`src/hw/alarm_pkg.sv`:
```
// constants for the spectral alarm trigger and status block
package alarm_pkg;
   localparam int NUM_AXES = 2;
   localparam int NUM_BANDS = 6;
   localparam int LEVEL_W = 16;
   localparam int BIN_W = 8;
   // register byte addresses
   localparam logic [7:0] ADDR_X_WARN = 8'h24;
   localparam logic [7:0] ADDR_Y_WARN = 8'h26;
   localparam logic [7:0] ADDR_X_CRIT = 8'h28;
   localparam logic [7:0] ADDR_Y_CRIT = 8'h2a;
   localparam logic [7:0] ADDR_SYS_LEVEL = 8'h2e;
   localparam logic [7:0] ADDR_ALARM_CTRL = 8'h30;
   localparam logic [7:0] ADDR_DIAG = 8'h34;
   localparam logic [7:0] ADDR_GLOBAL_CMD = 8'h36;
   localparam logic [7:0] ADDR_X_STATUS = 8'h38;
   localparam logic [7:0] ADDR_Y_STATUS = 8'h3a;
   localparam logic [7:0] ADDR_X_PEAK = 8'h3c;
   localparam logic [7:0] ADDR_Y_PEAK = 8'h3e;
   localparam logic [7:0] ADDR_X_BIN = 8'h44;
   localparam logic [7:0] ADDR_Y_BIN = 8'h46;
   localparam logic [7:0] ADDR_OUT_SELECT = 8'h60;
   // reset values and alarm control write mask
   localparam logic [15:0] LEVEL_RESET = 16'h0000;
   localparam logic [15:0] ALARM_CTRL_RESET = 16'h0080;
   localparam logic [15:0] ALARM_CTRL_MASK = 16'h0ffb;
   localparam logic [5:0] OUT_SELECT_RESET = 6'h00;
   // alarm control fields
   localparam int CTRL_X_EN = 0;
   localparam int CTRL_Y_EN = 1;
   localparam int CTRL_SYS_EN = 3;
   localparam int CTRL_SYS_TEMP = 4;
   localparam int CTRL_SYS_BELOW = 5;
   localparam int CTRL_DO_ALARM = 6;
   localparam int CTRL_LATCH = 7;
   localparam int CTRL_DELAY_LO = 8;
   localparam int CTRL_DELAY_HI = 11;
   // global command bits
   localparam int CMD_CLEAR_STATUS = 4;
   localparam int CMD_ALARM_CLEAR = 9;
   localparam int CMD_ALARM_SAVE = 12;
   // diagnostic flag positions and flag count
   localparam int DIAG_SYS = 0;
   localparam int DIAG_X_SPECTRAL = 1;
   localparam int DIAG_Y_SPECTRAL = 2;
   localparam int DIAG_SAVE_DROPPED = 3;
   localparam int DIAG_FLAGS = 4;
   // output select fields
   localparam int SEL_DO1_ALARM = 0;
   localparam int SEL_DO2_ALARM = 1;
   // status word layout and response delay limit
   localparam int STAT_BAND_BASE = 4;
   localparam int STAT_MOST_W = 3;
   localparam logic [3:0] DELAY_MAX = 4'hf;
endpackage

```
`src/hw/alarm_band_eval.sv`:
```
// one band of one axis: exceedance per record and response delay
`timescale 1ns/1ps
module alarm_band_eval (
   input wire logic mclk,
   input wire logic rst_n,
   input wire logic restart,
   input wire logic enable,
   input wire logic record_start,
   input wire logic record_end,
   input wire logic bin_hit,
   input wire logic [7:0] bin_index,
   input wire logic [15:0] bin_mag,
   input wire logic [7:0] low_bin,
   input wire logic [7:0] high_bin,
   input wire logic [15:0] warn_level,
   input wire logic [15:0] crit_level,
   input wire logic [3:0] delay,
   output logic warn_flag,
   output logic crit_flag
);
   logic in_band;
   logic seen_warn;
   logic seen_crit;
   logic [3:0] count_warn;
   logic [3:0] count_crit;

   assign in_band = bin_hit && enable && bin_index >= low_bin && bin_index <= high_bin;

   // exceedance seen in the current record
   always_ff @(posedge mclk or negedge rst_n) begin
      if (!rst_n) begin
         seen_warn <= 1'b0;
         seen_crit <= 1'b0;
      end else if (restart || record_start) begin
         seen_warn <= 1'b0;
         seen_crit <= 1'b0;
      end else if (in_band) begin
         seen_warn <= seen_warn || (bin_mag > warn_level);
         seen_crit <= seen_crit || (bin_mag > crit_level);
      end
   end

   // flag set once exceedance held for delay + 1 consecutive records, dropped on a clean record
   always_ff @(posedge mclk or negedge rst_n) begin
      if (!rst_n) begin
         count_warn <= 4'h0;
         count_crit <= 4'h0;
         warn_flag <= 1'b0;
         crit_flag <= 1'b0;
      end else if (restart) begin
         count_warn <= 4'h0;
         count_crit <= 4'h0;
         warn_flag <= 1'b0;
         crit_flag <= 1'b0;
      end else if (record_end) begin
         if (enable && seen_warn) begin
            warn_flag <= (count_warn >= delay);
            if (count_warn != alarm_pkg::DELAY_MAX) begin
               count_warn <= count_warn + 4'h1;
            end
         end else begin
            count_warn <= 4'h0;
            warn_flag <= 1'b0;
         end
         if (enable && seen_crit) begin
            crit_flag <= (count_crit >= delay);
            if (count_crit != alarm_pkg::DELAY_MAX) begin
               count_crit <= count_crit + 4'h1;
            end
         end else begin
            count_crit <= 4'h0;
            crit_flag <= 1'b0;
         end
      end
   end
endmodule

```
`src/hw/spectral_alarm_trigger_status.sv`:
```
// spectral alarm trigger levels, band status, system alarm and alarm outputs
`timescale 1ns/1ps
module spectral_alarm_trigger_status (
   input wire logic mclk,
   input wire logic rst_n,
   input wire logic [7:0] reg_addr,
   input wire logic reg_wr,
   input wire logic [15:0] reg_wdata,
   input wire logic [1:0] record_mode,
   input wire logic [1:0] record_range,
   input wire logic [1:0] active_rate,
   input wire logic [47:0] band_low_bins,
   input wire logic [47:0] band_high_bins,
   input wire logic record_start,
   input wire logic record_end,
   input wire logic bin_valid,
   input wire logic bin_axis,
   input wire logic [1:0] bin_rate,
   input wire logic [7:0] bin_index,
   input wire logic [15:0] bin_mag,
   input wire logic meas_valid,
   input wire logic [15:0] temperature,
   input wire logic [15:0] supply_voltage,
   output logic [15:0] reg_rdata,
   output logic first_digital_output,
   output logic second_digital_output,
   output logic save_request,
   output logic header_strobe,
   output logic [3:0] diagnostic_error_flags,
   output logic [15:0] x_band_alarm_status,
   output logic [15:0] y_band_alarm_status,
   output logic [15:0] x_axis_peak_magnitude,
   output logic [15:0] y_axis_peak_magnitude,
   output logic [7:0] x_axis_peak_bin,
   output logic [7:0] y_axis_peak_bin
);
   logic [15:0] x_warning_trigger_level;
   logic [15:0] y_warning_trigger_level;
   logic [15:0] x_critical_trigger_level;
   logic [15:0] y_critical_trigger_level;
   logic [15:0] system_trigger_level;
   logic [15:0] alarm_control_register;
   logic [5:0] output_select_control;
   logic storage_written;
   logic [1:0] last_mode;
   logic [1:0] last_range;
   logic format_change;
   logic sys_live;
   logic record_end_d;
   logic [1:0] run_valid;
   logic [15:0] run_peak [2];
   logic [7:0] run_bin [2];
   logic [5:0] warn_flags [2];
   logic [5:0] crit_flags [2];
   logic [15:0] next_status [2];
   logic cmd_wr;
   logic clear_cmd;
   logic save_cmd;
   logic clear_status_cmd;
   logic rate_ok;
   logic band_restart;
   logic [15:0] sys_meas;
   logic sys_trip;
   logic [3:0] diag_event;

   assign cmd_wr = reg_wr && reg_addr == alarm_pkg::ADDR_GLOBAL_CMD;
   assign clear_cmd = cmd_wr && reg_wdata[alarm_pkg::CMD_ALARM_CLEAR];
   assign save_cmd = cmd_wr && reg_wdata[alarm_pkg::CMD_ALARM_SAVE];
   assign clear_status_cmd = cmd_wr && reg_wdata[alarm_pkg::CMD_CLEAR_STATUS];
   assign rate_ok = bin_valid && bin_rate == active_rate;
   assign format_change = last_mode != record_mode || last_range != record_range;
   assign band_restart = clear_cmd || format_change;

   // trigger levels and control registers
   always_ff @(posedge mclk or negedge rst_n) begin
      if (!rst_n) begin
         x_warning_trigger_level <= alarm_pkg::LEVEL_RESET;
         y_warning_trigger_level <= alarm_pkg::LEVEL_RESET;
         x_critical_trigger_level <= alarm_pkg::LEVEL_RESET;
         y_critical_trigger_level <= alarm_pkg::LEVEL_RESET;
         system_trigger_level <= alarm_pkg::LEVEL_RESET;
         alarm_control_register <= alarm_pkg::ALARM_CTRL_RESET;
         output_select_control <= alarm_pkg::OUT_SELECT_RESET;
      end else if (clear_cmd) begin
         x_warning_trigger_level <= alarm_pkg::LEVEL_RESET;
         y_warning_trigger_level <= alarm_pkg::LEVEL_RESET;
         x_critical_trigger_level <= alarm_pkg::LEVEL_RESET;
         y_critical_trigger_level <= alarm_pkg::LEVEL_RESET;
      end else if (reg_wr) begin
         unique case (reg_addr)
            alarm_pkg::ADDR_X_WARN: x_warning_trigger_level <= reg_wdata;
            alarm_pkg::ADDR_Y_WARN: y_warning_trigger_level <= reg_wdata;
            alarm_pkg::ADDR_X_CRIT: x_critical_trigger_level <= reg_wdata;
            alarm_pkg::ADDR_Y_CRIT: y_critical_trigger_level <= reg_wdata;
            alarm_pkg::ADDR_SYS_LEVEL: system_trigger_level <= reg_wdata;
            alarm_pkg::ADDR_ALARM_CTRL: alarm_control_register <=
               reg_wdata & alarm_pkg::ALARM_CTRL_MASK;
            alarm_pkg::ADDR_OUT_SELECT: output_select_control <= reg_wdata[5:0];
            default: ;
         endcase
      end
   end

   // persistent store request; a second save before a clear is dropped
   always_ff @(posedge mclk or negedge rst_n) begin
      if (!rst_n) begin
         storage_written <= 1'b0;
         save_request <= 1'b0;
      end else begin
         save_request <= save_cmd && !clear_cmd && !storage_written;
         if (clear_cmd) begin
            storage_written <= 1'b0;
         end else if (save_cmd) begin
            storage_written <= 1'b1;
         end
      end
   end

   // format tracking: a new range or mode restarts the band evaluation
   always_ff @(posedge mclk or negedge rst_n) begin
      if (!rst_n) begin
         last_mode <= 2'h0;
         last_range <= 2'h0;
      end else begin
         last_mode <= record_mode;
         last_range <= record_range;
      end
   end

   // band evaluators, one per axis and band
   for (genvar a = 0; a < alarm_pkg::NUM_AXES; a++) begin : g_axis
      for (genvar b = 0; b < alarm_pkg::NUM_BANDS; b++) begin : g_band
         alarm_band_eval u_band (
            .mclk(mclk),
            .rst_n(rst_n),
            .restart(band_restart),
            .enable(alarm_control_register[a]),
            .record_start(record_start),
            .record_end(record_end),
            .bin_hit(rate_ok && bin_axis == 1'(a)),
            .bin_index(bin_index),
            .bin_mag(bin_mag),
            .low_bin(band_low_bins[b*8 +: 8]),
            .high_bin(band_high_bins[b*8 +: 8]),
            .warn_level(a == 0 ? x_warning_trigger_level : y_warning_trigger_level),
            .crit_level(a == 0 ? x_critical_trigger_level : y_critical_trigger_level),
            .delay(alarm_control_register[alarm_pkg::CTRL_DELAY_HI:alarm_pkg::CTRL_DELAY_LO]),
            .warn_flag(warn_flags[a][b]),
            .crit_flag(crit_flags[a][b])
         );
      end
   end

   // status words: band pairs and most critical band
   always_comb begin
      for (int a = 0; a < alarm_pkg::NUM_AXES; a++) begin
         next_status[a] = 16'h0000;
         for (int b = 0; b < alarm_pkg::NUM_BANDS; b++) begin
            next_status[a][alarm_pkg::STAT_BAND_BASE + 2*b] = warn_flags[a][b];
            next_status[a][alarm_pkg::STAT_BAND_BASE + 2*b + 1] = crit_flags[a][b];
         end
         for (int b = alarm_pkg::NUM_BANDS - 1; b >= 0; b--) begin
            if (warn_flags[a][b] && !(|crit_flags[a])) begin
               next_status[a][2:0] = 3'(b + 1);
            end
         end
         for (int b = alarm_pkg::NUM_BANDS - 1; b >= 0; b--) begin
            if (crit_flags[a][b]) begin
               next_status[a][2:0] = 3'(b + 1);
            end
         end
      end
   end

   always_ff @(posedge mclk or negedge rst_n) begin
      if (!rst_n) begin
         x_band_alarm_status <= 16'h0000;
         y_band_alarm_status <= 16'h0000;
      end else begin
         x_band_alarm_status <= next_status[0];
         y_band_alarm_status <= next_status[1];
      end
   end

   // strongest content per axis over a record
   always_ff @(posedge mclk or negedge rst_n) begin
      if (!rst_n) begin
         run_valid <= 2'b00;
         for (int a = 0; a < 2; a++) begin
            run_peak[a] <= 16'h0000;
            run_bin[a] <= 8'h00;
         end
      end else if (record_start || clear_cmd) begin
         run_valid <= 2'b00;
         for (int a = 0; a < 2; a++) begin
            run_peak[a] <= 16'h0000;
            run_bin[a] <= 8'h00;
         end
      end else if (rate_ok && (!run_valid[bin_axis] || bin_mag > run_peak[bin_axis])) begin
         run_valid[bin_axis] <= 1'b1;
         run_peak[bin_axis] <= bin_mag;
         run_bin[bin_axis] <= bin_index;
      end
   end

   // header capture: peak at record end, strobe once status has settled
   always_ff @(posedge mclk or negedge rst_n) begin
      if (!rst_n) begin
         x_axis_peak_magnitude <= 16'h0000;
         y_axis_peak_magnitude <= 16'h0000;
         x_axis_peak_bin <= 8'h00;
         y_axis_peak_bin <= 8'h00;
         record_end_d <= 1'b0;
         header_strobe <= 1'b0;
      end else begin
         record_end_d <= record_end && !clear_cmd;
         header_strobe <= record_end_d;
         if (clear_cmd) begin
            x_axis_peak_magnitude <= 16'h0000;
            y_axis_peak_magnitude <= 16'h0000;
            x_axis_peak_bin <= 8'h00;
            y_axis_peak_bin <= 8'h00;
         end else if (record_end) begin
            x_axis_peak_magnitude <= run_peak[0];
            y_axis_peak_magnitude <= run_peak[1];
            x_axis_peak_bin <= run_bin[0];
            y_axis_peak_bin <= run_bin[1];
         end
      end
   end

   // system alarm on temperature or supply, above or below the level
   assign sys_meas = alarm_control_register[alarm_pkg::CTRL_SYS_TEMP] ?
                     temperature : supply_voltage;
   assign sys_trip = alarm_control_register[alarm_pkg::CTRL_SYS_BELOW] ?
                     (sys_meas < system_trigger_level) :
                     (sys_meas > system_trigger_level);

   always_ff @(posedge mclk or negedge rst_n) begin
      if (!rst_n) begin
         sys_live <= 1'b0;
      end else if (!alarm_control_register[alarm_pkg::CTRL_SYS_EN]) begin
         sys_live <= 1'b0;
      end else if (meas_valid) begin
         sys_live <= sys_trip;
      end
   end

   // diagnostic flags, live or latched; a new event beats clear-status
   always_comb begin
      diag_event = 4'h0;
      diag_event[alarm_pkg::DIAG_SYS] = sys_live;
      diag_event[alarm_pkg::DIAG_X_SPECTRAL] = |x_band_alarm_status[15:4];
      diag_event[alarm_pkg::DIAG_Y_SPECTRAL] = |y_band_alarm_status[15:4];
      diag_event[alarm_pkg::DIAG_SAVE_DROPPED] = save_cmd && !clear_cmd && storage_written;
   end

   always_ff @(posedge mclk or negedge rst_n) begin
      if (!rst_n) begin
         diagnostic_error_flags <= 4'h0;
      end else if (alarm_control_register[alarm_pkg::CTRL_LATCH]) begin
         diagnostic_error_flags <= diag_event |
            (clear_status_cmd ? 4'h0 : diagnostic_error_flags);
      end else begin
         diagnostic_error_flags <= diag_event;
      end
   end

   // alarm indicator outputs
   always_ff @(posedge mclk or negedge rst_n) begin
      if (!rst_n) begin
         first_digital_output <= 1'b0;
         second_digital_output <= 1'b0;
      end else begin
         first_digital_output <= alarm_control_register[alarm_pkg::CTRL_DO_ALARM] &&
            output_select_control[alarm_pkg::SEL_DO1_ALARM] &&
            (|warn_flags[0] || |warn_flags[1]);
         second_digital_output <= alarm_control_register[alarm_pkg::CTRL_DO_ALARM] &&
            output_select_control[alarm_pkg::SEL_DO2_ALARM] &&
            (|crit_flags[0] || |crit_flags[1]);
      end
   end

   // register read port
   always_ff @(posedge mclk or negedge rst_n) begin
      if (!rst_n) begin
         reg_rdata <= 16'h0000;
      end else begin
         unique case (reg_addr)
            alarm_pkg::ADDR_X_WARN: reg_rdata <= x_warning_trigger_level;
            alarm_pkg::ADDR_Y_WARN: reg_rdata <= y_warning_trigger_level;
            alarm_pkg::ADDR_X_CRIT: reg_rdata <= x_critical_trigger_level;
            alarm_pkg::ADDR_Y_CRIT: reg_rdata <= y_critical_trigger_level;
            alarm_pkg::ADDR_SYS_LEVEL: reg_rdata <= system_trigger_level;
            alarm_pkg::ADDR_ALARM_CTRL: reg_rdata <= alarm_control_register;
            alarm_pkg::ADDR_DIAG: reg_rdata <= {12'h000, diagnostic_error_flags};
            alarm_pkg::ADDR_X_STATUS: reg_rdata <= x_band_alarm_status;
            alarm_pkg::ADDR_Y_STATUS: reg_rdata <= y_band_alarm_status;
            alarm_pkg::ADDR_X_PEAK: reg_rdata <= x_axis_peak_magnitude;
            alarm_pkg::ADDR_Y_PEAK: reg_rdata <= y_axis_peak_magnitude;
            alarm_pkg::ADDR_X_BIN: reg_rdata <= {8'h00, x_axis_peak_bin};
            alarm_pkg::ADDR_Y_BIN: reg_rdata <= {8'h00, y_axis_peak_bin};
            alarm_pkg::ADDR_OUT_SELECT: reg_rdata <= {10'h000, output_select_control};
            default: reg_rdata <= 16'h0000;
         endcase
      end
   end

   // checks
   a_level_write: assert property (@(posedge mclk) disable iff (!rst_n)
      reg_wr && reg_addr == alarm_pkg::ADDR_X_CRIT && !clear_cmd |=> ##1
      reg_rdata == $past(reg_wdata, 2) || $past(reg_addr) != alarm_pkg::ADDR_X_CRIT)
      else $error("critical level write not kept");
   a_clear_erase: assert property (@(posedge mclk) disable iff (!rst_n)
      clear_cmd |=> x_warning_trigger_level == 16'h0000 && y_critical_trigger_level == 16'h0000)
      else $error("clear left trigger levels");
   a_save_issue: assert property (@(posedge mclk) disable iff (!rst_n)
      save_cmd && !clear_cmd && !storage_written |=> save_request ##1 storage_written)
      else $error("save not issued");
   a_save_drop: assert property (@(posedge mclk) disable iff (!rst_n)
      save_cmd && storage_written |=> !save_request)
      else $error("save issued twice");
   a_do_disabled: assert property (@(posedge mclk) disable iff (!rst_n)
      !alarm_control_register[alarm_pkg::CTRL_DO_ALARM] |=>
      !first_digital_output && !second_digital_output)
      else $error("alarm outputs driven while disabled");
   a_status_pair: assert property (@(posedge mclk) disable iff (!rst_n)
      1'b1 |=> x_band_alarm_status[5] == $past(crit_flags[0][0]) &&
      y_band_alarm_status[14] == $past(warn_flags[1][5]))
      else $error("band pair misplaced");
   a_most_band: assert property (@(posedge mclk) disable iff (!rst_n)
      !x_band_alarm_status[3] && x_band_alarm_status[2:0] <= 3'h6 &&
      ((x_band_alarm_status[2:0] == 3'h0) == (x_band_alarm_status[15:4] == 12'h000)))
      else $error("most critical band field wrong");
   a_rate_ignore: assert property (@(posedge mclk) disable iff (!rst_n)
      bin_valid && bin_rate != active_rate && !record_start && !clear_cmd |=>
      $stable(run_peak[0]) && $stable(run_peak[1]))
      else $error("inactive rate bin used");
   a_sys_above: assert property (@(posedge mclk) disable iff (!rst_n)
      meas_valid && alarm_control_register[5:3] == 3'b011 &&
      temperature > system_trigger_level |=> sys_live ##1
      diagnostic_error_flags[alarm_pkg::DIAG_SYS])
      else $error("system alarm missed");
   a_latch_hold: assert property (@(posedge mclk) disable iff (!rst_n)
      alarm_control_register[alarm_pkg::CTRL_LATCH] && !clear_status_cmd &&
      diagnostic_error_flags[alarm_pkg::DIAG_SYS] |=> diagnostic_error_flags[alarm_pkg::DIAG_SYS])
      else $error("latched flag dropped");
endmodule

```
`config.mk`:
```
export PLATFORM = sky130hd
export DESIGN_NAME = spectral_alarm_trigger_status
export DESIGN_NICKNAME = d
export VERILOG_FILES = /design/src/hw/alarm_pkg.sv /design/src/hw/alarm_band_eval.sv /design/src/hw/spectral_alarm_trigger_status.sv
export SDC_FILE = /design/constraint.sdc
export NUM_CORES = 1
export LEC_CHECK = 0
export BUFFER_PORTS_ARGS = -buffer_cell sky130_fd_sc_hd__buf_4
export CORE_MARGIN = 2
export CORE_UTILIZATION = 60
export CTS_BUF_LIST = sky130_fd_sc_hd__clkbuf_4 sky130_fd_sc_hd__clkbuf_8 sky130_fd_sc_hd__clkbuf_16
export DETAILED_ROUTE_END_ITERATION = 7
export PLACE_DENSITY_LB_ADDON = 0.1
export SETUP_SLACK_MARGIN = 0.02
export SYNTH_ARGS = -nofsm -noshare
export SYNTH_HDL_FRONTEND = slang
export SYNTH_SLANG_ARGS = --single-unit
export TNS_END_PERCENT = 1
```
`constraint.sdc`:
```
create_clock -name mclk -period 3.4 [get_ports mclk]
set_input_delay 0.17 -clock mclk [delete_from_list [all_inputs] [get_ports mclk]]
set_output_delay 0.17 -clock mclk [all_outputs]
set_load 0.005 [all_outputs]
```
==> impl_metrics.py, run 1 <==
metrics = {
    "drt": {
        "via_per_inst": 6.38,
        "drtIter0Drc": 1926,
        "antenna_left": 0,
        "wirelength_um": 81300,
        "vias": 21600,
        "wl_per_cell_um": 24.0,
        "drtPass1Iterations": 7,
        "drc": 0,
    },
    "power_and_ir_drop": {
        "power_density_mw_per_mm2": 395,
        "power.leakage_nw": 14.7,
        "vdd_drop_max_v": 0.000399,
    },
    "timing": {
        "min_period_ns": 3.08,
        "whs_ns": 0.0290,
        "setup_viol": 0,
        "tightestPinTransition_ns": 1.32,
        "fin_tns_setup_ns": 0,
        "max_freq_ghz": 0.325,
        "fin_skew_ns": 0.0148,
        "maxSlewHeadroom_pct": 11.8,
        "min_period_over_period_pct": 90.6,
        "hold_viol": 0,
        "grt_setup_unrepaired": "false",
        "drv_slew": 0,
    },
    "cells_and_area": {
        "syn2layout_area_growth_pct": 20.4,
        "layout-drive-gt1-share_pct": 18.9,
        "nets": 3322,
        "antenna_cells": 0,
        "final_cell_area_mm2": 0.0295,
        "reg_top3": "g_axis.g_band.u_band.count_crit x48, g_axis.g_band.u_band.count_warn x48, run_peak x32",
    },
    "synthesis": {
        "synth.cell_area_mm2": 0.0245,
        "synth_top_area_share_pct": 40.8,
        "synth_edf_count": 0,
        "synth_compound_gate_area_share_pct": 19.1,
        "yosysMostFrequentCell": "dfrtp_1",
        "yosysTopAreaCell": "dfrtp_1",
        "yosys_most_used_dff": "dfrtp_1",
        "netlist_top_cells_area": "dfrtp_1 (41%), ha_1 (16%), inv_1 (3.3%)",
        "yosys.area_share.simple_pct": 12.9,
        "synth-seq-cells": 400,
        "ys_seq_area_share_pct": 40.9,
        "syn_avg_cell_area_um2": 9.97,
        "syn_inst": 2457,
        "synth-async-reset-ratio_pct": 100,
        "synth_cell_type_count": 78,
        "ys_warn_count": 0,
        "synth_commonest_cells": "dfrtp_1 (399), ha_1 (312), inv_1 (218), nand2_1 (217), o21ai_0 (163)",
        "synth_fa_ha_area_share_pct": 15.9,
        "yosys.area_share.xor_xnor_pct": 0.393,
        "synthMuxAreaShare_pct": 6.01,
        "synth_top_family_by_area": "compound AO/OA/AOI/OAI gates",
    },
    "worst_setup_path": {
        "critical_path_peak_fanout": 25,
        "cp_cell_sequence": "mux2_2, ha_1, nor2b_1, o211ai_1, a2111o_1, a31o_2, a21boi_2, a32o_1",
        "critPathMaxStageDelay_ns": 0.97,
        "cp-startpoint": "run_peak[16]",
        "critPathRequiredTime_ns": 3.91,
        "critPathKind": "flop to flop",
        "crit_slowest_cell": "a21boi_2",
        "worst-path-buf-inv": 0,
        "worstSetupEndpointType": "flop",
        "worst_ep_arrival_time_ns": 3.59,
        "cp_top_family": "compound AO/OA/AOI/OAI gates",
        "worstSetupStartpointType": "flop",
        "cp_num_cells": 8,
        "rr_startpoint": "run_peak[16]",
        "r2r.worst_path.cells": 8,
    },
    "cts": {
        "clk_path_buf_depth": 3,
        "cts.sinks": 400,
        "clk_latency_ns": 0.59,
        "cts.clk_slew.worst_paths_ns": 0.06,
        "cts_tree": "done",
        "cts_htree_levels": 2,
        "cts_made_buffers": 44,
        "root_buffer": "clkbuf_16",
        "cts_resized": 0,
    },
    "global_route": {
        "grt.total_usage_pct": 38.4,
        "grt_overflow_total": 0,
        "grt_max_degree": 99,
        "grt_pass1_wl_um": 123000,
        "grt_pass1_vias": 21200,
        "antenna_found_initial": 2,
    },
    "placed_design": {
        "io_buffers": 293,
        "gp_congestion": 1.04,
        "placed_area_mm2": 0.0276,
        "dp_hpwl_um": 60300,
    },
    "job": {
        "max-cap-violations": 0,
    },
    "floorplanning": {
        "chipWidth_um": 206,
        "fp-row-count": 74,
        "initial_core_util_pct": 60.4,
        "io_pins": 296,
        "core-area_mm2": 0.0406,
        "die_h_um": 206,
        "dieArea_mm2": 0.0425,
    },
    "hold_path": {
        "worstHoldStart": "bin_index[4]",
        "hold_depth": 2,
        "hold_path_class": "primary input to flop",
    },
    "status": {
        "outcome": "complete, no violations",
    },
}
## where the power goes
part / internal (W) / switching, W / total, W
clock network: 0.00307 / 0.00201 / 0.00508
registers: 0.00489 / 0.000168 / 0.00505
logic: 0.000682 / 0.000851 / 0.00153
## metrics by stage
step | std cells | utilization (%) | total power (W) | worst slack [ns]
CTS | 3385 | 72.8 | 0.0117 | 0.358
floorplan | 2458 | - | 0.00584 | 0.241
finish | 3385 | 72.8 | 0.0117 | 0.321
global route | 3385 | 72.8 | 0.0121 | 0.195
global placement | 3264 | 68.0 | 0.00654 | 0.282
detailed placement | 3264 | 68.0 | 0.00661 | 0.197
## metal layers
metal	routed length (um)	part of all wire, %	track usage (%)	vias up
li1	-	-	-	9744
met1	31700	39	48.1	10600
met2	38800	48	63.2	929
met3	5460	6.7	5.42	266
met4	5300	6.5	23.1	4
met5	23	0.028	0	-
## cells in the final DEF (no fill, tap or decap), drive strengths merged, types with 28 or more instances in the layout
| master | count |
|---|---|
| a21o | 87 |
| a21oi | 110 |
| a22o | 70 |
| a22oi | 28 |
| and3 | 35 |
| buf | 354 |
| clkbuf | 64 |
| dfrtp | 399 |
| dlygate4sd3 | 40 |
| ha | 312 |
| inv | 220 |
| mux2 | 65 |
| mux2i | 74 |
| nand2 | 217 |
| nand2b | 41 |
| nand3 | 51 |
| nand4 | 38 |
| nor2 | 109 |
| nor3 | 40 |
| o21ai | 168 |
## cell families (layout without fill, tap and decap cells)
| family | count (synthesis) | in the layout |
|---|---|---|
| compound gates | 674 | 674 |
| xor+xnor | 11 | 11 |
| fa+ha+maj | 312 | 312 |
| buf+inv | 298 | 693 |
| flops | 400 | 400 |
| mux | 139 | 139 |
| other cells | 1 | 2 |
| simple gates | 622 | 622 |
## timing repair
item	4_1_cts	5_1_grt
hold endpoints to repair	192	0
hold buffers	40	0
setup buffers	0	0
## area by class of cell
type                       instances  area (um^2)
tap                              532          666
inverter                         218          818
clock inverter                    17          234
sequential                       400        10000
clock buffer                      64         1310
multi-input combinational       1760        13300
timing repair buffer             394         3130
fill                            2987        11000
## path summary, 6_finish.rpt
check                                                            to  slack, ns
min in group asynchronous                 y_axis_peak_magnitude[10]       0.26
setup / recovery                                         run_bin[1]       0.32
hold reg to reg                                       header_strobe       0.35
hold / removal                                          run_bin[12]       0.03
max in group asynchronous  g_axis[0].g_band[4].u_band.count_crit[3]       2.17
setup reg to reg                                         run_bin[1]       0.32
(Power assumes the default switching activity.)
==> inputs of run 2 (changes only) <==
--- a/config.mk
+++ b/config.mk
@@ -6,8 +6,9 @@
 export NUM_CORES = 1
 export LEC_CHECK = 0
 export BUFFER_PORTS_ARGS = -buffer_cell sky130_fd_sc_hd__buf_4
+export CORE_ASPECT_RATIO = 0.7
 export CORE_MARGIN = 2
-export CORE_UTILIZATION = 60
+export CORE_UTILIZATION = 55
 export CTS_BUF_LIST = sky130_fd_sc_hd__clkbuf_4 sky130_fd_sc_hd__clkbuf_8 sky130_fd_sc_hd__clkbuf_16
 export DETAILED_ROUTE_END_ITERATION = 7
 export PLACE_DENSITY_LB_ADDON = 0.1
==> impl_metrics.py, run 2 (synthesized netlist as in run 1, its figures left out) <==
metrics = {
    "status": {
        "outcome": "finished, violations left",
        "violations": "DRC",
    },
    "hold_path": {
        "worstHoldStart": "bin_index[5]",
        "hold_path_end": "run_bin[13]",
        "hold_path_class": "primary input to flop",
        "hold_depth": 2,
    },
    "global_route": {
        "antenna_found_initial": 5,
        "grt_pass1_vias": 20900,
        "grt.total_usage_pct": 35.8,
        "grt_max_degree": 94,
        "grt_pass1_wl_um": 127000,
        "grt_overflow_total": 0,
    },
    "drt": {
        "via_per_inst": 6.30,
        "drtIter0Drc": 2426,
        "vias": 21600,
        "wl_per_cell_um": 24.4,
        "antenna_left": 0,
        "drc": 14,
        "wirelength_um": 83600,
        "drtPass1Iterations": 8,
    },
    "worst_setup_path": {
        "r2r.worst_path.cells": 7,
        "critPathKind": "flop to flop",
        "rr_endpoint": "run_peak[3]",
        "cp_cell_sequence": "mux2i_1, ha_1, nand4_1, a2111o_1, a31o_2, a21boi_2, a32o_1",
        "r2r_slack_ns": 0.35,
        "worst-path-buf-inv": 0,
        "worstSetupStartpointType": "flop",
        "critPathRequiredTime_ns": 3.90,
        "crit_slowest_cell": "a21boi_2",
        "critPathMaxStageDelay_ns": 0.89,
        "rr_startpoint": "run_peak[13]",
        "critical_path_peak_fanout": 25,
        "worstSetupEndpointType": "flop",
        "cp_top_family": "compound AO/OA/AOI/OAI gates",
        "worst_ep_arrival_time_ns": 3.54,
    },
    "timing": {
        "fin_skew_ns": 0.0264,
        "setup_viol": 0,
        "fin_tns_setup_ns": 0,
        "whs_ns": 0.0414,
        "tightestPinTransition_ns": 1.18,
        "hold_viol": 0,
        "min_period_ns": 3.05,
        "min_period_over_period_pct": 89.7,
        "drv_slew": 0,
        "grt_setup_unrepaired": "false",
        "maxSlewHeadroom_pct": 20.6,
        "max_freq_ghz": 0.328,
    },
    "cells_and_area": {
        "syn2layout_area_growth_pct": 20.0,
        "fillers": 3537,
        "layout-drive-gt1-share_pct": 18.2,
        "reg_top3": "g_axis.g_band.u_band.count_crit x48, g_axis.g_band.u_band.count_warn x48, run_peak x32",
        "final_cell_mix": "dfrtp_1 (398), buf_4 (335), ha_1 (312)",
        "nets": 3309,
        "fin_util_pct": 67.1,
        "final_cells": 3429,
        "final_common_cell": "dfrtp_1",
    },
    "cts": {
        "cts.clk_slew.worst_paths_ns": 0.06,
        "cts_tree": "done",
        "post_cts_buffers": 0,
        "cts_htree_levels": 2,
        "clk_path_buf_depth": 3,
        "cts_made_buffers": 41,
        "cts.sinks": 400,
        "root_buffer": "clkbuf_16",
        "clk_latency_ns": 0.57,
        "cts_resized": 0,
    },
    "floorplanning": {
        "fp-row-count": 64,
        "core-area_mm2": 0.0438,
        "initial_core_util_pct": 55.9,
        "chipWidth_um": 256,
        "dieArea_mm2": 0.0463,
        "die_h_um": 181,
        "io_pins": 296,
    },
    "placed_design": {
        "io_buffers": 293,
        "dp_hpwl_um": 63400,
        "gp_congestion": 1.03,
        "place_inst": 3316,
    },
    "power_and_ir_drop": {
        "power_density_mw_per_mm2": 385,
        "power.leakage_nw": 14.5,
        "vdd_drop_max_v": 0.000413,
        "p_total_w": 0.0113,
    },
    "job": {
        "max-cap-violations": 0,
    },
}
[run 2: cell count changes in the layout (fill, tap and decap cells not counted), sizes merged]
cell and change:
buf -10, clkbuf -5, diode +4, bufinv -3
clkinv -3, clkinvlp -2, inv +1
[run 2: metal layers]
| layer | up-vias | global-route usage [%] | wire [um] |
|---|---|---|---|
| met2 | 1104 | 51.0 | 34700 |
| met3 | 156 | 9.14 | 9320 |
| li1 | 9702 | - | - |
| met4 | 2 | 11.1 | 2710 |
| met5 | - | 0 | 18 |
| met1 | 10600 | 53.2 | 36900 |
[run 2: layout make-up]
class,instances,area [um^2],share of cell area (%)
Multi-Input combinational cell,1760,13300,45.4
Sequential cell,400,10000,34.1
Timing Repair Buffer,384,3090,10.5
Clock buffer,59,1250,4.24
Inverter,218,818,2.78
Tap cell,594,743,2.53
Clock inverter,10,138,0.468
Antenna cell,4,10.0,0.0341
[run 2: power breakdown]
group          switching [W]  total [W]  internal, W  leakage [nW]
clock network        0.00199    0.00470      0.00271         0.694
registers           0.000182    0.00507      0.00488          5.53
logic               0.000865    0.00155     0.000680          8.32
[run 2: per-stage QoR]
stage	area, um^2	setup slack, ns
final	29400	0.352
after global routing	29400	0.187
after CTS	29400	0.368
after detailed placement	27600	0.108
after global placement	27600	0.118
after floorplan	24500	0.241
[run 2: worst max path at each step]
| stage | startpoint | to | slack (ns) | cells past startpoint |
|---|---|---|---|---|
| 2_1_floorplan | bin_axis | run_peak[22] | 0.24 | 11 |
| 3_3_place_gp | bin_axis | run_peak[15] | 0.12 | 9 |
| 3_5_place_dp | bin_axis | run_peak[11] | 0.11 | 9 |
| 4_1_cts | run_peak[13] | run_peak[3] | 0.37 | 7 |
| 5_1_grt | run_peak[13] | run_peak[3] | 0.19 | 7 |
| 6_report | run_peak[13] | run_peak[3] | 0.35 | 7 |
[run 2: timing repair]
action | CTS | global route
hold buffers | 40 | 0
hold endpoints to repair | 165 | 0
setup endpoints to repair | 0 | 0
==> inputs of run 3 (changes only) <==
--- a/config.mk
+++ b/config.mk
@@ -8,10 +8,11 @@
 export BUFFER_PORTS_ARGS = -buffer_cell sky130_fd_sc_hd__buf_4
 export CORE_ASPECT_RATIO = 0.7
 export CORE_MARGIN = 2
-export CORE_UTILIZATION = 55
+export CORE_UTILIZATION = 40
 export CTS_BUF_LIST = sky130_fd_sc_hd__clkbuf_4 sky130_fd_sc_hd__clkbuf_8 sky130_fd_sc_hd__clkbuf_16
 export DETAILED_ROUTE_END_ITERATION = 7
 export PLACE_DENSITY_LB_ADDON = 0.1
+export REMOVE_ABC_BUFFERS = 1
 export SETUP_SLACK_MARGIN = 0.02
 export SYNTH_ARGS = -nofsm -noshare
 export SYNTH_HDL_FRONTEND = slang
==> impl_metrics.py, run 3 (synthesized netlist as in run 1, its figures left out) <==
metrics = {
    "status": {
        "outcome": "finished, violations left",
        "violations": "DRC",
    },
    "placed_design": {
        "gp_congestion": 0.978,
        "place_inst": 3545,
        "placed_area_mm2": 0.0280,
        "dp_hpwl_um": 67500,
        "io_buffers": 293,
    },
    "floorplanning": {
        "core-area_mm2": 0.0602,
        "fp-row-count": 75,
        "dieArea_mm2": 0.0633,
        "initial_core_util_pct": 40.7,
        "chipWidth_um": 300,
        "die_h_um": 211,
        "io_pins": 296,
    },
    "global_route": {
        "grt_pass1_vias": 20800,
        "antenna_found_initial": 2,
        "grt_pass1_wl_um": 133000,
        "grt.total_usage_pct": 27.9,
        "grt_overflow_total": 0,
        "grt_max_degree": 100,
    },
    "worst_setup_path": {
        "r2r.worst_path.cells": 9,
        "worstSetupEndpointType": "flop",
        "endpoint": "sys_live",
        "rr_startpoint": "alarm_control_register[4]",
        "rr_endpoint": "sys_live",
        "worst_ep_arrival_time_ns": 3.63,
        "r2r_slack_ns": 0.24,
        "critPathKind": "flop to flop",
        "worstSetupStartpointType": "flop",
        "cp-startpoint": "alarm_control_register[4]",
        "critPathRequiredTime_ns": 3.87,
        "critical_path_peak_fanout": 6,
    },
    "cells_and_area": {
        "reg_top3": "g_axis.g_band.u_band.count_crit x48, g_axis.g_band.u_band.count_warn x48, run_peak x32",
        "nets": 3328,
        "fin_util_pct": 49.7,
        "final_cells": 3668,
        "final_cell_mix": "dfrtp_1 (398), buf_4 (350), ha_1 (312)",
        "syn2layout_area_growth_pct": 22.2,
        "final_cell_area_mm2": 0.0299,
        "final_common_cell": "dfrtp_1",
        "layout-drive-gt1-share_pct": 19.2,
    },
    "timing": {
        "fin_tns_setup_ns": 0,
        "grt_setup_unrepaired": "false",
        "maxSlewHeadroom_pct": 26.3,
        "min_period_over_period_pct": 92.8,
        "min_period_ns": 3.16,
        "drv_slew": 0,
        "max_freq_ghz": 0.317,
        "tightestPinTransition_ns": 1.09,
        "fin_skew_ns": 0.0323,
        "hold_viol": 0,
        "setup_viol": 0,
    },
    "drt": {
        "drtPass1Iterations": 8,
        "wl_per_cell_um": 24.1,
        "antenna_left": 0,
        "wirelength_um": 88500,
        "via_per_inst": 5.74,
        "drtIter0Drc": 1802,
        "vias": 21000,
        "drc": 11,
    },
    "power_and_ir_drop": {
        "power.leakage_nw": 14.7,
        "power_density_mw_per_mm2": 392,
        "vdd_drop_max_v": 0.000322,
    },
    "job": {
        "max-cap-violations": 0,
    },
    "cts": {
        "cts_made_buffers": 45,
        "cts_htree_levels": 2,
        "clk_latency_ns": 0.60,
        "cts_tree": "done",
        "cts.clk_slew.worst_paths_ns": 0.06,
        "root_buffer": "clkbuf_16",
        "clk_path_buf_depth": 3,
        "cts.sinks": 400,
    },
    "hold_path": {
        "hold_path_class": "primary input to flop",
    },
}
==> run 3: changes by cell type in the layout (fill, tap and decap cells not counted), moves of 3 or more <==
| cell | previous run | this run |
|---|---|---|
| o21ai_1 | 8 | 5 |
| clkinv_2 | 3 | 6 |
| inv_1 | 218 | 215 |
| clkbuf_4 | 6 | 17 |
| clkbuf_8 | 11 | 6 |
| diode_2 | 4 | 1 |
| buf_4 | 335 | 350 |
| clkbuf_16 | 42 | 45 |
| o21ai_2 | 1 | 4 |
==> run 3: through the flow <==
stage,worst slack [ns],total power (W),hold WS [ns]
after floorplan,0.280,0.00579,-0.126
after global placement,0.0451,0.00662,0.296
after detailed placement,0.0194,0.00666,0.297
after CTS,0.157,0.0118,0.0362
after global routing,0.244,0.0122,0.0527
final,0.245,0.0117,0.0566
==> run 3: how the worst min path moves through the flow <==
stage | startpoint | end | slack [ns] | cells after the start
finish | bin_index[5] | run_bin[13] | 0.06 | 2
floorplan | rst_n | alarm_control_register[0] | -0.13 | 0
detailed placement | record_range[1] | last_range[1] | 0.30 | 1
global route | bin_index[5] | run_bin[13] | 0.05 | 2
CTS | bin_index[3] | run_bin[11] | 0.04 | 2
global placement | record_range[1] | last_range[1] | 0.30 | 1
==> run 3: power by group <==
group / switching, W / internal (W)
logic: 0.000897 / 0.000690
registers: 0.000149 / 0.00489
clock network: 0.00207 / 0.00303
total: 0.00312 / 0.00860
==> run 3: what timing repair did <==
action	in CTS	in global routing
resized for setup	0	2
setup endpoints to repair	0	9
endpoints found under the hold margin	210	0
hold buffers	40	0
setup buffers	0	0
==> run 3: worst max-delay path: stages, from the launching register on <==
cell and delay, ns:
dfrtp_1 0.52, buf_4 0.29, mux2_2 0.41, ha_1 0.31, a21oi_1 0.16, o21ai_0 0.13
buf_4 0.19, a211oi_1 0.69, mux2i_1 0.26, a21oi_1 0.08
==> run 3: layout make-up <==
| class | count | area, um^2 |
|---|---|---|
| sequential | 400 | 10000 |
| fill | 5657 | 30300 |
| multi-input combinational | 1760 | 13400 |
| clock buffer | 68 | 1340 |
| tap | 808 | 1010 |
| clock inverter | 14 | 185 |
| antenna | 1 | 2.50 |
| inverter | 218 | 818 |
| timing repair buffer | 399 | 3200 |
==> run 3: routing by layer <==
layer	global-route usage (%)	vias up	routed length, um
li1	-	9746	-
met1	41.8	10300	42400
met2	40.6	847	37100
met3	6.17	106	7340
met4	6.26	0	1720
met5	0	-	0
